==> src/design/cpp_pkg.sv <==
// Constants shared by both ends of the crosspoint programming port.
// Assumes both ends run on one 40 MHz system clock; the serial clock is a pin.
//
// Summary of operation
// - Mode pin low serial, high parallel.
// - Clock edges ignored while chip select high.
// - Host selects one device by chip select.
// - Serial bit shifted on each falling clock.
// - Full serial sequence is forty bits.
// - Eight slots: four-bit source, one enable bit.
// - Enable low disables output, source ignored.
// - Host sends highest output slot first.
// - Update latches transparent while strobe, select low.
// - Strobe high while shifting, then pulse low.
// - Serial out chains devices, 40 bits each.
// - Parallel write pin setup by host.
// - Parallel falling clock loads addressed slot only.
// - Parallel data applied only on update low.
// - Reset disables outputs, keeps register contents.
// - Host loads all slots before first update.
// - No select and update low before loading.
// - Index pins binary, lowest pin least significant.
package cpp_pkg;
    // ------------------------------------------------------------------
    // Matrix geometry
    // ------------------------------------------------------------------
    localparam int NUM_OUTPUTS = 8;   // Output slots in the matrix.
    localparam int SRC_BITS    = 4;   // Source index width.
    localparam int IDX_BITS    = 3;   // Output index width.
    localparam int SLOT_BITS   = 5;   // Source index plus output-on bit.
    localparam int CHAIN_BITS  = 40;  // Bits per device in a serial sequence.
    localparam int ON_POS      = 0;   // Output-on bit sits at slot LSB.
    localparam int SRC_POS     = 1;   // Source index sits above it.
    // ------------------------------------------------------------------
    // Host timing
    // ------------------------------------------------------------------
    localparam int CLK_MHZ        = 40;   // System clock rate.
    localparam int HALF_PERIOD_NS = 200;  // Half period basis; host holds each serial clock half 9 cycles (225 ns).
    localparam int HALF_CYCLES    = (HALF_PERIOD_NS * CLK_MHZ) / 1000;
    // Host command register offsets.
    localparam logic [3:0] REG_CTRL   = 4'h0;  // Bit0 go, bit1 parallel, bit2 reset.
    localparam logic [3:0] REG_SLOT0  = 4'h1;  // Slots at 1..8 (5 bits each).
    localparam logic [3:0] REG_STATUS = 4'h9;  // Bit0 busy.
    localparam logic [3:0] REG_PSEL   = 4'hA;  // Parallel slot selected for write.
    localparam logic [3:0] REG_DOUT   = 4'hB;  // Captured serial output bits.
endpackage

==> src/design/cpp_if.sv <==
// Interface carrying the programming pins between host and crosspoint.
// Assumes both ends share the system clock; pins are asynchronous to it.
`timescale 1ns/1ps
interface cpp_if;
    logic       sclk;              // Serial/parallel clock, falling-edge active.
    logic       chip_sel_n;        // Active-low chip select.
    logic       update_n;          // Active-low update strobe.
    logic       load_mode_select;  // Low serial, high parallel.
    logic       reset_n;           // Active-low output disable reset.
    logic       data_in;           // Serial data into the device.
    logic       data_out;          // Serial data out of the device.
    logic [2:0] output_index;      // Parallel output address.
    logic [3:0] source_index;      // Parallel source index.
    logic       output_on;         // Parallel output-on bit.
    modport dev  (input sclk, chip_sel_n, update_n, load_mode_select, reset_n, data_in,
                  output_index, source_index, output_on, output data_out);
    modport host (output sclk, chip_sel_n, update_n, load_mode_select, reset_n, data_in,
                  output_index, source_index, output_on, input data_out);
endinterface

==> src/design/cpp_host.sv <==
// Host controller that drives the crosspoint programming pins.
// Assumes software writes slot registers then sets go in the control register.
//
// Local design decisions: the plain strobed port and the address map.
`timescale 1ns/1ps
module cpp_host (
    input  wire logic       clk,
    input  wire logic       reset,
    input  wire logic [3:0] addr,
    input  wire logic [7:0] wdata,
    input  wire logic       wr,
    input  wire logic       rd,
    output logic [7:0]      rdata,
    cpp_if.host             pins
);
    localparam int N = cpp_pkg::CHAIN_BITS;
    typedef enum logic [3:0] {
        ST_IDLE = 4'h1, ST_LOW = 4'h2, ST_HIGH = 4'h4, ST_UPD = 4'h8
    } cpp_state_e;
    // ------------------------------------------------------------------
    // Registers
    // ------------------------------------------------------------------
    cpp_state_e  state_q;            // Sequencer state.
    logic [4:0]  slot_q [8];         // Slot images, {source, on}.
    logic [2:0]  ctrl_q;             // Parallel mode, device reset.
    logic [2:0]  psel_q;             // Slot for a parallel write.
    logic [5:0]  bit_q;              // Bits still to send.
    logic [7:0]  tmr_q;              // Half-period timer.
    logic [7:0]  dout_q;             // Last bits seen on serial out.
    logic        go;                 // Start pulse from a control write.
    logic [N-1:0] image;             // Serial image, highest slot first.
    assign go = wr && addr == cpp_pkg::REG_CTRL && wdata[0] && state_q == ST_IDLE;
    always_comb begin
        for (int k = 0; k < 8; k++) begin
            image[k*5 +: 5] = {slot_q[k][4:1], slot_q[k][0]};
        end
    end
    // Software writes to configuration.
    always_ff @(posedge clk) begin
        if (reset) begin
            ctrl_q <= 3'h0;
            psel_q <= 3'h0;
            for (int k = 0; k < 8; k++) slot_q[k] <= 5'h00;
        end else if (wr) begin
            if (addr == cpp_pkg::REG_CTRL) ctrl_q <= wdata[2:0];
            if (addr == cpp_pkg::REG_PSEL) psel_q <= wdata[2:0];
            if (addr >= cpp_pkg::REG_SLOT0 && addr <= 4'h8)
                slot_q[3'(addr - cpp_pkg::REG_SLOT0)] <= wdata[4:0];
        end
    end
    // Read data one cycle after the strobe; unmapped reads zero.
    always_ff @(posedge clk) begin
        if (reset) rdata <= 8'h00;
        else if (rd) begin
            case (addr)
                cpp_pkg::REG_CTRL:   rdata <= {5'h00, ctrl_q};
                cpp_pkg::REG_STATUS: rdata <= {7'h00, state_q != ST_IDLE};
                cpp_pkg::REG_PSEL:   rdata <= {5'h00, psel_q};
                cpp_pkg::REG_DOUT:   rdata <= dout_q;
                default: rdata <= (addr >= 4'h1 && addr <= 4'h8) ?
                    {3'h0, slot_q[3'(addr - 4'h1)]} : 8'h00;
            endcase
        end
    end
    // ------------------------------------------------------------------
    // Pin sequencer
    // ------------------------------------------------------------------
    // Clock idles high, strobe stays high during shifting, then one pulse.
    always_ff @(posedge clk) begin
        if (reset) begin
            state_q <= ST_IDLE;
            bit_q   <= 6'h00;
            tmr_q   <= 8'h00;
            pins.sclk <= 1'b1;
            pins.chip_sel_n <= 1'b1;
            pins.update_n   <= 1'b1;
            pins.data_in    <= 1'b0;
        end else begin
            case (state_q)
                ST_IDLE: if (go) begin
                    pins.chip_sel_n <= 1'b0;
                    // The mode comes from the write itself; ctrl_q still holds the old one.
                    bit_q  <= wdata[1] ? 6'd1 : 6'(N);
                    tmr_q  <= 8'(cpp_pkg::HALF_CYCLES);
                    pins.data_in <= image[N-1];
                    state_q <= ST_HIGH;
                end
                ST_HIGH: if (tmr_q == 8'h00) begin
                    pins.sclk <= 1'b0;
                    tmr_q <= 8'(cpp_pkg::HALF_CYCLES);
                    state_q <= ST_LOW;
                end else tmr_q <= tmr_q - 8'h01;
                ST_LOW: if (tmr_q == 8'h00) begin
                    pins.sclk <= 1'b1;
                    tmr_q <= 8'(cpp_pkg::HALF_CYCLES);
                    bit_q <= bit_q - 6'h01;
                    // After the last bit there is nothing left to present.
                    pins.data_in <= (bit_q > 6'h01) ? image[6'(bit_q - 6'h02)] : 1'b0;
                    if (bit_q == 6'h01) begin
                        pins.update_n <= 1'b0;
                        state_q <= ST_UPD;
                    end else state_q <= ST_HIGH;
                end else tmr_q <= tmr_q - 8'h01;
                ST_UPD: if (tmr_q == 8'h00) begin
                    pins.update_n <= 1'b1;
                    pins.chip_sel_n <= 1'b1;
                    state_q <= ST_IDLE;
                end else tmr_q <= tmr_q - 8'h01;
                default: state_q <= ST_IDLE;
            endcase
        end
    end
    // Capture serial out on each rising clock, at the end of each low half, for chain checks.
    logic [1:0] dq_q;  // Synchroniser for serial out.
    always_ff @(posedge clk) begin
        dq_q <= {dq_q[0], pins.data_out};
        if (reset) dout_q <= 8'h00;
        else if (state_q == ST_LOW && tmr_q == 8'h00) dout_q <= {dout_q[6:0], dq_q[1]};
    end
    // Static pins follow the control, slot-select and slot registers.
    always_comb begin
        pins.load_mode_select = ctrl_q[1];
        pins.reset_n          = ~ctrl_q[2];
        pins.output_index     = psel_q;
        pins.source_index     = slot_q[psel_q][4:1];
        pins.output_on        = slot_q[psel_q][0];
    end
endmodule // cpp_host

==> src/flat_wrapper.sv <==
// flat-port wrapper written by rule: the top's interface ports become plain ports
module cpp_host_flat 
  (clk, reset, addr, wdata, wr, rd, rdata, pins_sclk, pins_chip_sel_n, pins_update_n, pins_load_mode_select, pins_reset_n, pins_data_in, pins_output_index, pins_source_index, pins_output_on, pins_data_out);
  cpp_if pins_i ();
  input  wire logic clk;
  input  wire logic reset;
  input  wire logic [3:0] addr;
  input  wire logic [7:0] wdata;
  input  wire logic wr;
  input  wire logic rd;
  output logic [7:0] rdata;
  output wire logic [$bits(pins_i.sclk)-1:0] pins_sclk;
  output wire logic [$bits(pins_i.chip_sel_n)-1:0] pins_chip_sel_n;
  output wire logic [$bits(pins_i.update_n)-1:0] pins_update_n;
  output wire logic [$bits(pins_i.load_mode_select)-1:0] pins_load_mode_select;
  output wire logic [$bits(pins_i.reset_n)-1:0] pins_reset_n;
  output wire logic [$bits(pins_i.data_in)-1:0] pins_data_in;
  output wire logic [$bits(pins_i.output_index)-1:0] pins_output_index;
  output wire logic [$bits(pins_i.source_index)-1:0] pins_source_index;
  output wire logic [$bits(pins_i.output_on)-1:0] pins_output_on;
  input wire logic [$bits(pins_i.data_out)-1:0] pins_data_out;
  assign pins_sclk = pins_i.sclk;
  assign pins_chip_sel_n = pins_i.chip_sel_n;
  assign pins_update_n = pins_i.update_n;
  assign pins_load_mode_select = pins_i.load_mode_select;
  assign pins_reset_n = pins_i.reset_n;
  assign pins_data_in = pins_i.data_in;
  assign pins_output_index = pins_i.output_index;
  assign pins_source_index = pins_i.source_index;
  assign pins_output_on = pins_i.output_on;
  assign pins_i.data_out = pins_data_out;
  cpp_host u_core (.clk(clk), .reset(reset), .addr(addr), .wdata(wdata), .wr(wr), .rd(rd), .rdata(rdata), .pins(pins_i));
endmodule
==> config.mk <==
export PLATFORM = sky130hd
export DESIGN_NAME = cpp_host_flat
export DESIGN_NICKNAME = d
export VERILOG_FILES = /design/src/design/cpp_pkg.sv /design/src/design/cpp_if.sv /design/src/design/cpp_host.sv /design/src/flat_wrapper.sv
export SDC_FILE = /design/constraint.sdc
export NUM_CORES = 1
export LEC_CHECK = 0
export BUFFER_PORTS_ARGS = -buffer_cell sky130_fd_sc_hd__clkbuf_2
export CAP_MARGIN = 20
export CORE_MARGIN = 2
export CORE_UTILIZATION = 45
export CTS_CLUSTER_SIZE = 16
export DETAILED_ROUTE_END_ITERATION = 10
export GPL_TIMING_DRIVEN = 0
export PLACE_DENSITY = 0.71
export RECOVER_POWER = 50
export REMOVE_ABC_BUFFERS = 1
export SYNTH_ARGS = -nofsm -noshare
export SYNTH_HDL_FRONTEND = slang
export SYNTH_SLANG_ARGS = --single-unit
export TNS_END_PERCENT = 5
==> constraint.sdc <==
create_clock -name clk -period 7.7 [get_ports clk]
set_input_delay 1.155 -clock clk [delete_from_list [all_inputs] [get_ports clk]]
set_output_delay 1.155 -clock clk [all_outputs]
set_load 0.03 [all_outputs]
Word-level counts from Yosys, hierarchy flattened --
Memory sizes are Yosys's and may differ from the RTL's. A register that Yosys moved wholly into a read port is not among the register bits. Cells that the tools add are included.
Storage, ports and cells: register bits 46, memory bits (writable) 40, input port bits 17, output and inout bits 22, logic and storage cells 100, memories kept 1
Memories:
- u_core.slot_q | words 8, width 5, rd ports 10, clocked after Yosys merged registers in 1, write ports 8, RTL line cpp_host.sv:24 | logic [4:0] slot_q [8];
Cells by class: $add $sub $neg 4, $lt $le $gt $ge 4, equality and inequality tests 15, mux-type cells 41, bitwise logic cells 1, reduce and logical (&&, ||, !) cells 22
Operator list (number):
- one-hot mux 8 bit (4 select lines) | 1
- two-way mux 8 bit | 3
- one-hot mux 8 bit (3 select lines) | 1
- two-way mux 4 bit | 5
- two-way mux 6 bit | 3
- equality test 4 bit (second input constant) | 4
- two-way mux 1 bit | 16
- one-hot mux 4 bit (4 select lines) | 1
- one-hot mux 6 bit (2 select lines) | 1
- AND reduction 3 bit | 4
- two-way mux 5 bit | 2
- != test 2 x 1 -> 1 bit (second input constant) | 5
- two-way mux 3 bit | 3
- logical NOT 8 bit | 1
- one-hot mux 1 bit (2 select lines) | 4
- AND reduction 4 bit | 2
- nonzero test 2 bit | 4
- subtractor 8 x 1 -> 8 bit (second input constant) | 1
- < comparator 6 x 7 -> 1 bit (second input constant) | 1
- binary-select mux 1 bit (select 6 bit) | 1
- equality test 6 x 1 -> 1 bit (second input constant) | 1
- > comparator 6 x 1 -> 1 bit (second input constant) | 1
- subtractor 6 x 1 -> 6 bit (second input constant) | 1
- subtractor 6 x 2 -> 6 bit (second input constant) | 1
- 15 further kinds | 20

Longest topological paths before layout --
word-level depth 8, gate-level depth with buffers 11, mapped depth without buffers 8

Worst setup path after synthesis --
No wires, ideal clock.
path type input -> register, from in addr[0], to mem u_core.slot_q[3][0] (enable), setup time 0.301 ns, arrival 2.996 ns, required time 7.399 ns, path slack 4.404 ns, cell stages on the path 9, path buffers 1, cells stage by stage clkbuf_1 inv_2 ha_1 nor3b_1 o2bb2ai_1 and3b_1 nand2_1 nor3_1 or2_2
RTL lines:
- start, declared | RTL line flat_wrapper.sv:7 | input wire logic [3:0] addr;
- end, declared | RTL line cpp_host.sv:24

Worst setup path in the final report --
from in addr[0], to reg u_core.bit_q[3]
On the way: cells in the longest elaborated chain, start to end 6
RTL lines:
- logical NOT 4 bit | RTL line cpp_host.sv:32 | assign go = wr && addr == cpp_pkg::REG_CTRL && wdata[0] && state_q == ST_IDLE;
- logical AND 1 bit (3 in a row) | RTL line cpp_host.sv:32
- != test 2 x 1 -> 1 bit (no source line)
- AND reduction 3 bit (no source line)
- end signal, assigned | RTL line cpp_host.sv:83 | bit_q <= wdata[1] ? 6'd1 : 6'(N);
- end signal, assigned | RTL line cpp_host.sv:96 | bit_q <= bit_q - 6'h01;
- end, declared | RTL line cpp_host.sv:27 | logic [5:0] bit_q;
No other way between the ends. A chain may end at the register's enable or synchronous reset.

==> impl_metrics.env <==
export IMPL_outcome="finished clean"
export IMPL_max_stage_delay_ps=1070
export IMPL_cpLargestDelayFamily="compound AO/OA/AOI/OAI gates"
export IMPL_cts_root_buf="clkbuf_8"
export IMPL_ys_dominant_reg_cell="dfxtp_1"
export IMPL_wirelength_um=11270
export IMPL_max_slew_margin_pct=15.60
export IMPL_dieArea_um2=11980
export IMPL_path_clk_slew_ps=80
export IMPL_synth_async_reset_ratio_pct=0
export IMPL_initial_core_util_pct=46.16
export IMPL_syn_inst=479
export IMPL_grtUsageTotal_pct=20.18
export IMPL_worst_pin_slew_ps=1258
export IMPL_switchingPower_mw=0.2866
export IMPL_antenna_cells=0
export IMPL_die_w_um=109.4
export IMPL_synth_edf_count=40
export IMPL_cts_sinks=89
export IMPL_finalSetupViolCount=0
export IMPL_dp_cells=625
export IMPL_postCtsSetupBuffers=0
export IMPL_numCtsBuffers=9
export IMPL_drc=0
export IMPL_critPathMaxFanout=10
export IMPL_skew_ps=13.10
export IMPL_period_share_pct=54.96
export IMPL_cts_tree="yes"
export IMPL_cts_htree_levels=3
export IMPL_synthMuxAreaShare_pct=16.68
export IMPL_combPwrFrac_pct=16.6
export IMPL_grt_overflow=0
export IMPL_ios=39
export IMPL_cellPowerDensity_nw_per_um2=190.0
export IMPL_crit_path_end_kind="register"
export IMPL_path_buf_inv=3
export IMPL_rr_worst_depth=6
export IMPL_nNetsFinal=525
export IMPL_hold_viol_final=0
export IMPL_final_common_cell="dfxtp_1"
export IMPL_yosys_warnings=0
export IMPL_synth_top_family_by_area="simple AND/OR/NAND/NOR gates"
export IMPL_layout_drive_gt1_share_pct=15.34
export IMPL_dpl_hpwl_um=8216
export IMPL_setup_tns_ps=0
export IMPL_routed_via_density=5.690
export IMPL_fillers=997
export IMPL_crit_path_cell_trace="clkbuf_1 -> inv_1 -> ha_1 -> nor4bb_1 -> clkbuf_1 -> nand2_1 -> a211oi_1 -> o21ai_0 -> nand2_1 -> a21oi_1"
export IMPL_netlist_area_um2=5004
export IMPL_cts_resized=0
export IMPL_hold_class="register to register"
export IMPL_intPower_mw=0.7309
export IMPL_drt_wirelength_per_cell_um=17.55
export IMPL_clock_path_buffers=2
export IMPL_seqCellArea_um2=2182
export IMPL_synth_cell_types=60
export IMPL_cp_start_kind="primary input"
export IMPL_instances_no_fill=642
export IMPL_cp_depth=10
export IMPL_maxCapViolations=0
export IMPL_swShare_pct=28.17
export IMPL_vdd_drop_max_mv=0.09537
export IMPL_drtAntennaViolNets=0
export IMPL_seqPwrFrac_pct=53.5
export IMPL_coreArea_um2=10840
export IMPL_critPathKind="primary input to register"
export IMPL_grt_max_degree=48
export IMPL_cp_arrival_ps=4440
export IMPL_first_iter_violations=335
export IMPL_area_delta_synth_final_pct=7.027
export IMPL_globalplace_congestion=0.9261
export IMPL_multi_input_area_um2=2603
export IMPL_synth_simple_gate_area_share_pct=21.11
export IMPL_final_cell_mix="dfxtp_1, nor2_1, nand2_1"
export IMPL_antenna_found_initial=0
export IMPL_rows=38
export IMPL_seq_area_frac_synth_pct=43.61
export IMPL_synth_compound_area_share_pct=9.677
export IMPL_vias=3653
export IMPL_power_leakage_nw=1.845
export IMPL_clkPwrFrac_pct=30.0
export IMPL_yosys_area_share_adder_pct=2.751
export IMPL_synth_seq_cells=89
export IMPL_min_path_cells=0
export IMPL_max_freq_mhz=236.3
export IMPL_grt_pass1_wl_um=18270
export IMPL_cpMaxStageDelayCell="a211oi_1"
export IMPL_clk_latency_ps=370
export IMPL_dr_pass1_iters=5
export IMPL_rrSetupSlack_ps=4760
export IMPL_fp_dieH_um=109.4
export IMPL_grt_setup_unrepaired="false"
export IMPL_avgSynthCellArea_um2=10.45
export IMPL_synth_xor_area_share_pct=2.276
export IMPL_io_buffer_count=35
export IMPL_cts_hold_buf=0
export IMPL_cp_required_ps=7900
export IMPL_period_needed_ps=4232
export IMPL_slew_violations=0
export IMPL_grt_pass1_vias=3564
[cells in the mapped netlist, types with 6 or more instances]
master    instances  area [µm²]
mux2_2            7       78.83
nor3_1           11       55.05
ha_1             11       137.6
and2_1           42       262.8
a21oi_1          29       145.1
nand2_1          42       157.7
clkbuf_1         20       75.07
nor2b_1           6       37.54
nand2b_1          8       50.05
inv_1            12       45.04
o21ai_0          13       65.06
mux4_2           26       585.6
xor2_1            8       70.07
edfxtp_1         40        1201
mux2i_1          17       170.2
dfxtp_1          49       980.9
nor2_1           46       172.7
or2_2             9       56.30
nand3_1          12       60.06
[final timing paths]
path,from,to
worst max-delay path,addr[0],u_core.bit_q[3]
worst min-delay path,u_core.dq_q[0],u_core.dq_q[1]
worst max register to register,u_core.state_q[1],u_core.bit_q[3]
worst min register to register,u_core.dq_q[0],u_core.dq_q[1]
[per-stage QoR]
stage | area, µm² | worst slack [ps] | power [mW] | hold WS, ps | utilization (%)
floorplan | 4857 | 4121 | 0.6698 | 309.6 | -
global placement | 5207 | 3214 | 0.7187 | 319.1 | 48.04
detailed placement | 5207 | 3059 | 0.7242 | 315.8 | 48.04
CTS | 5399 | 3431 | 1.025 | 336.4 | 49.80
global route | 5355 | 3100 | 1.062 | 349.1 | 49.40
finish | 5355 | 3468 | 1.018 | 333.9 | 49.40
[cell type report]
class | count | area share [%]
multi-input combinational | 348 | 48.60
sequential | 89 | 40.75
tap | 140 | 3.271
clock buffer | 11 | 3.037
timing repair buffer | 36 | 2.897
inverter | 13 | 0.9112
clock inverter | 5 | 0.5374
[worst register-to-register path, stage by stage (launching register included)]
cell and delay (ps):
dfxtp_1 540, nor4b_2 680, nor2_1 140, a211oi_1 1010, o21ai_0 230, nand2_1 130, a21oi_1 70
[routing by layer]
metal	part of all wire, %	track usage, %
met3	6.5	5.750
met1	44	26.09
met2	48	32.50
met4	1.8	7.052
met5	0	0
[kinds of logic (layout without fill, tap and decap cells)]
kind of cell / count (synthesis) / after routing
compound gates: 75 / 75
xor+xnor: 13 / 13
fa+ha+maj: 11 / 11
buf+inv: 42 / 65
flops: 89 / 89
mux: 50 / 50
simple gates: 199 / 199
[flip-flops by register name, indices dropped and copies added, names as in the netlist, 2 cells and up, named ones only]
register and count:
u_core.dout_q 8, u_core.tmr_q 8, u_core.dq_q 2, u_core.state_q 4, u_core.rdata 8, u_core.ctrl_q 3, u_core.pins.output_index 3, u_core.slot_q 40
u_core.bit_q 6
[power groups by stage]
stage | clock network (mW) | registers, mW | logic, mW
after floorplan | 0 | 0.548 | 0.121
after global placement | 0 | 0.553 | 0.166
after detailed placement | 0 | 0.554 | 0.170
after CTS | 0.311 | 0.543 | 0.171
after global routing | 0.331 | 0.547 | 0.184
final | 0.305 | 0.544 | 0.168
(Power assumes the default switching activity.)
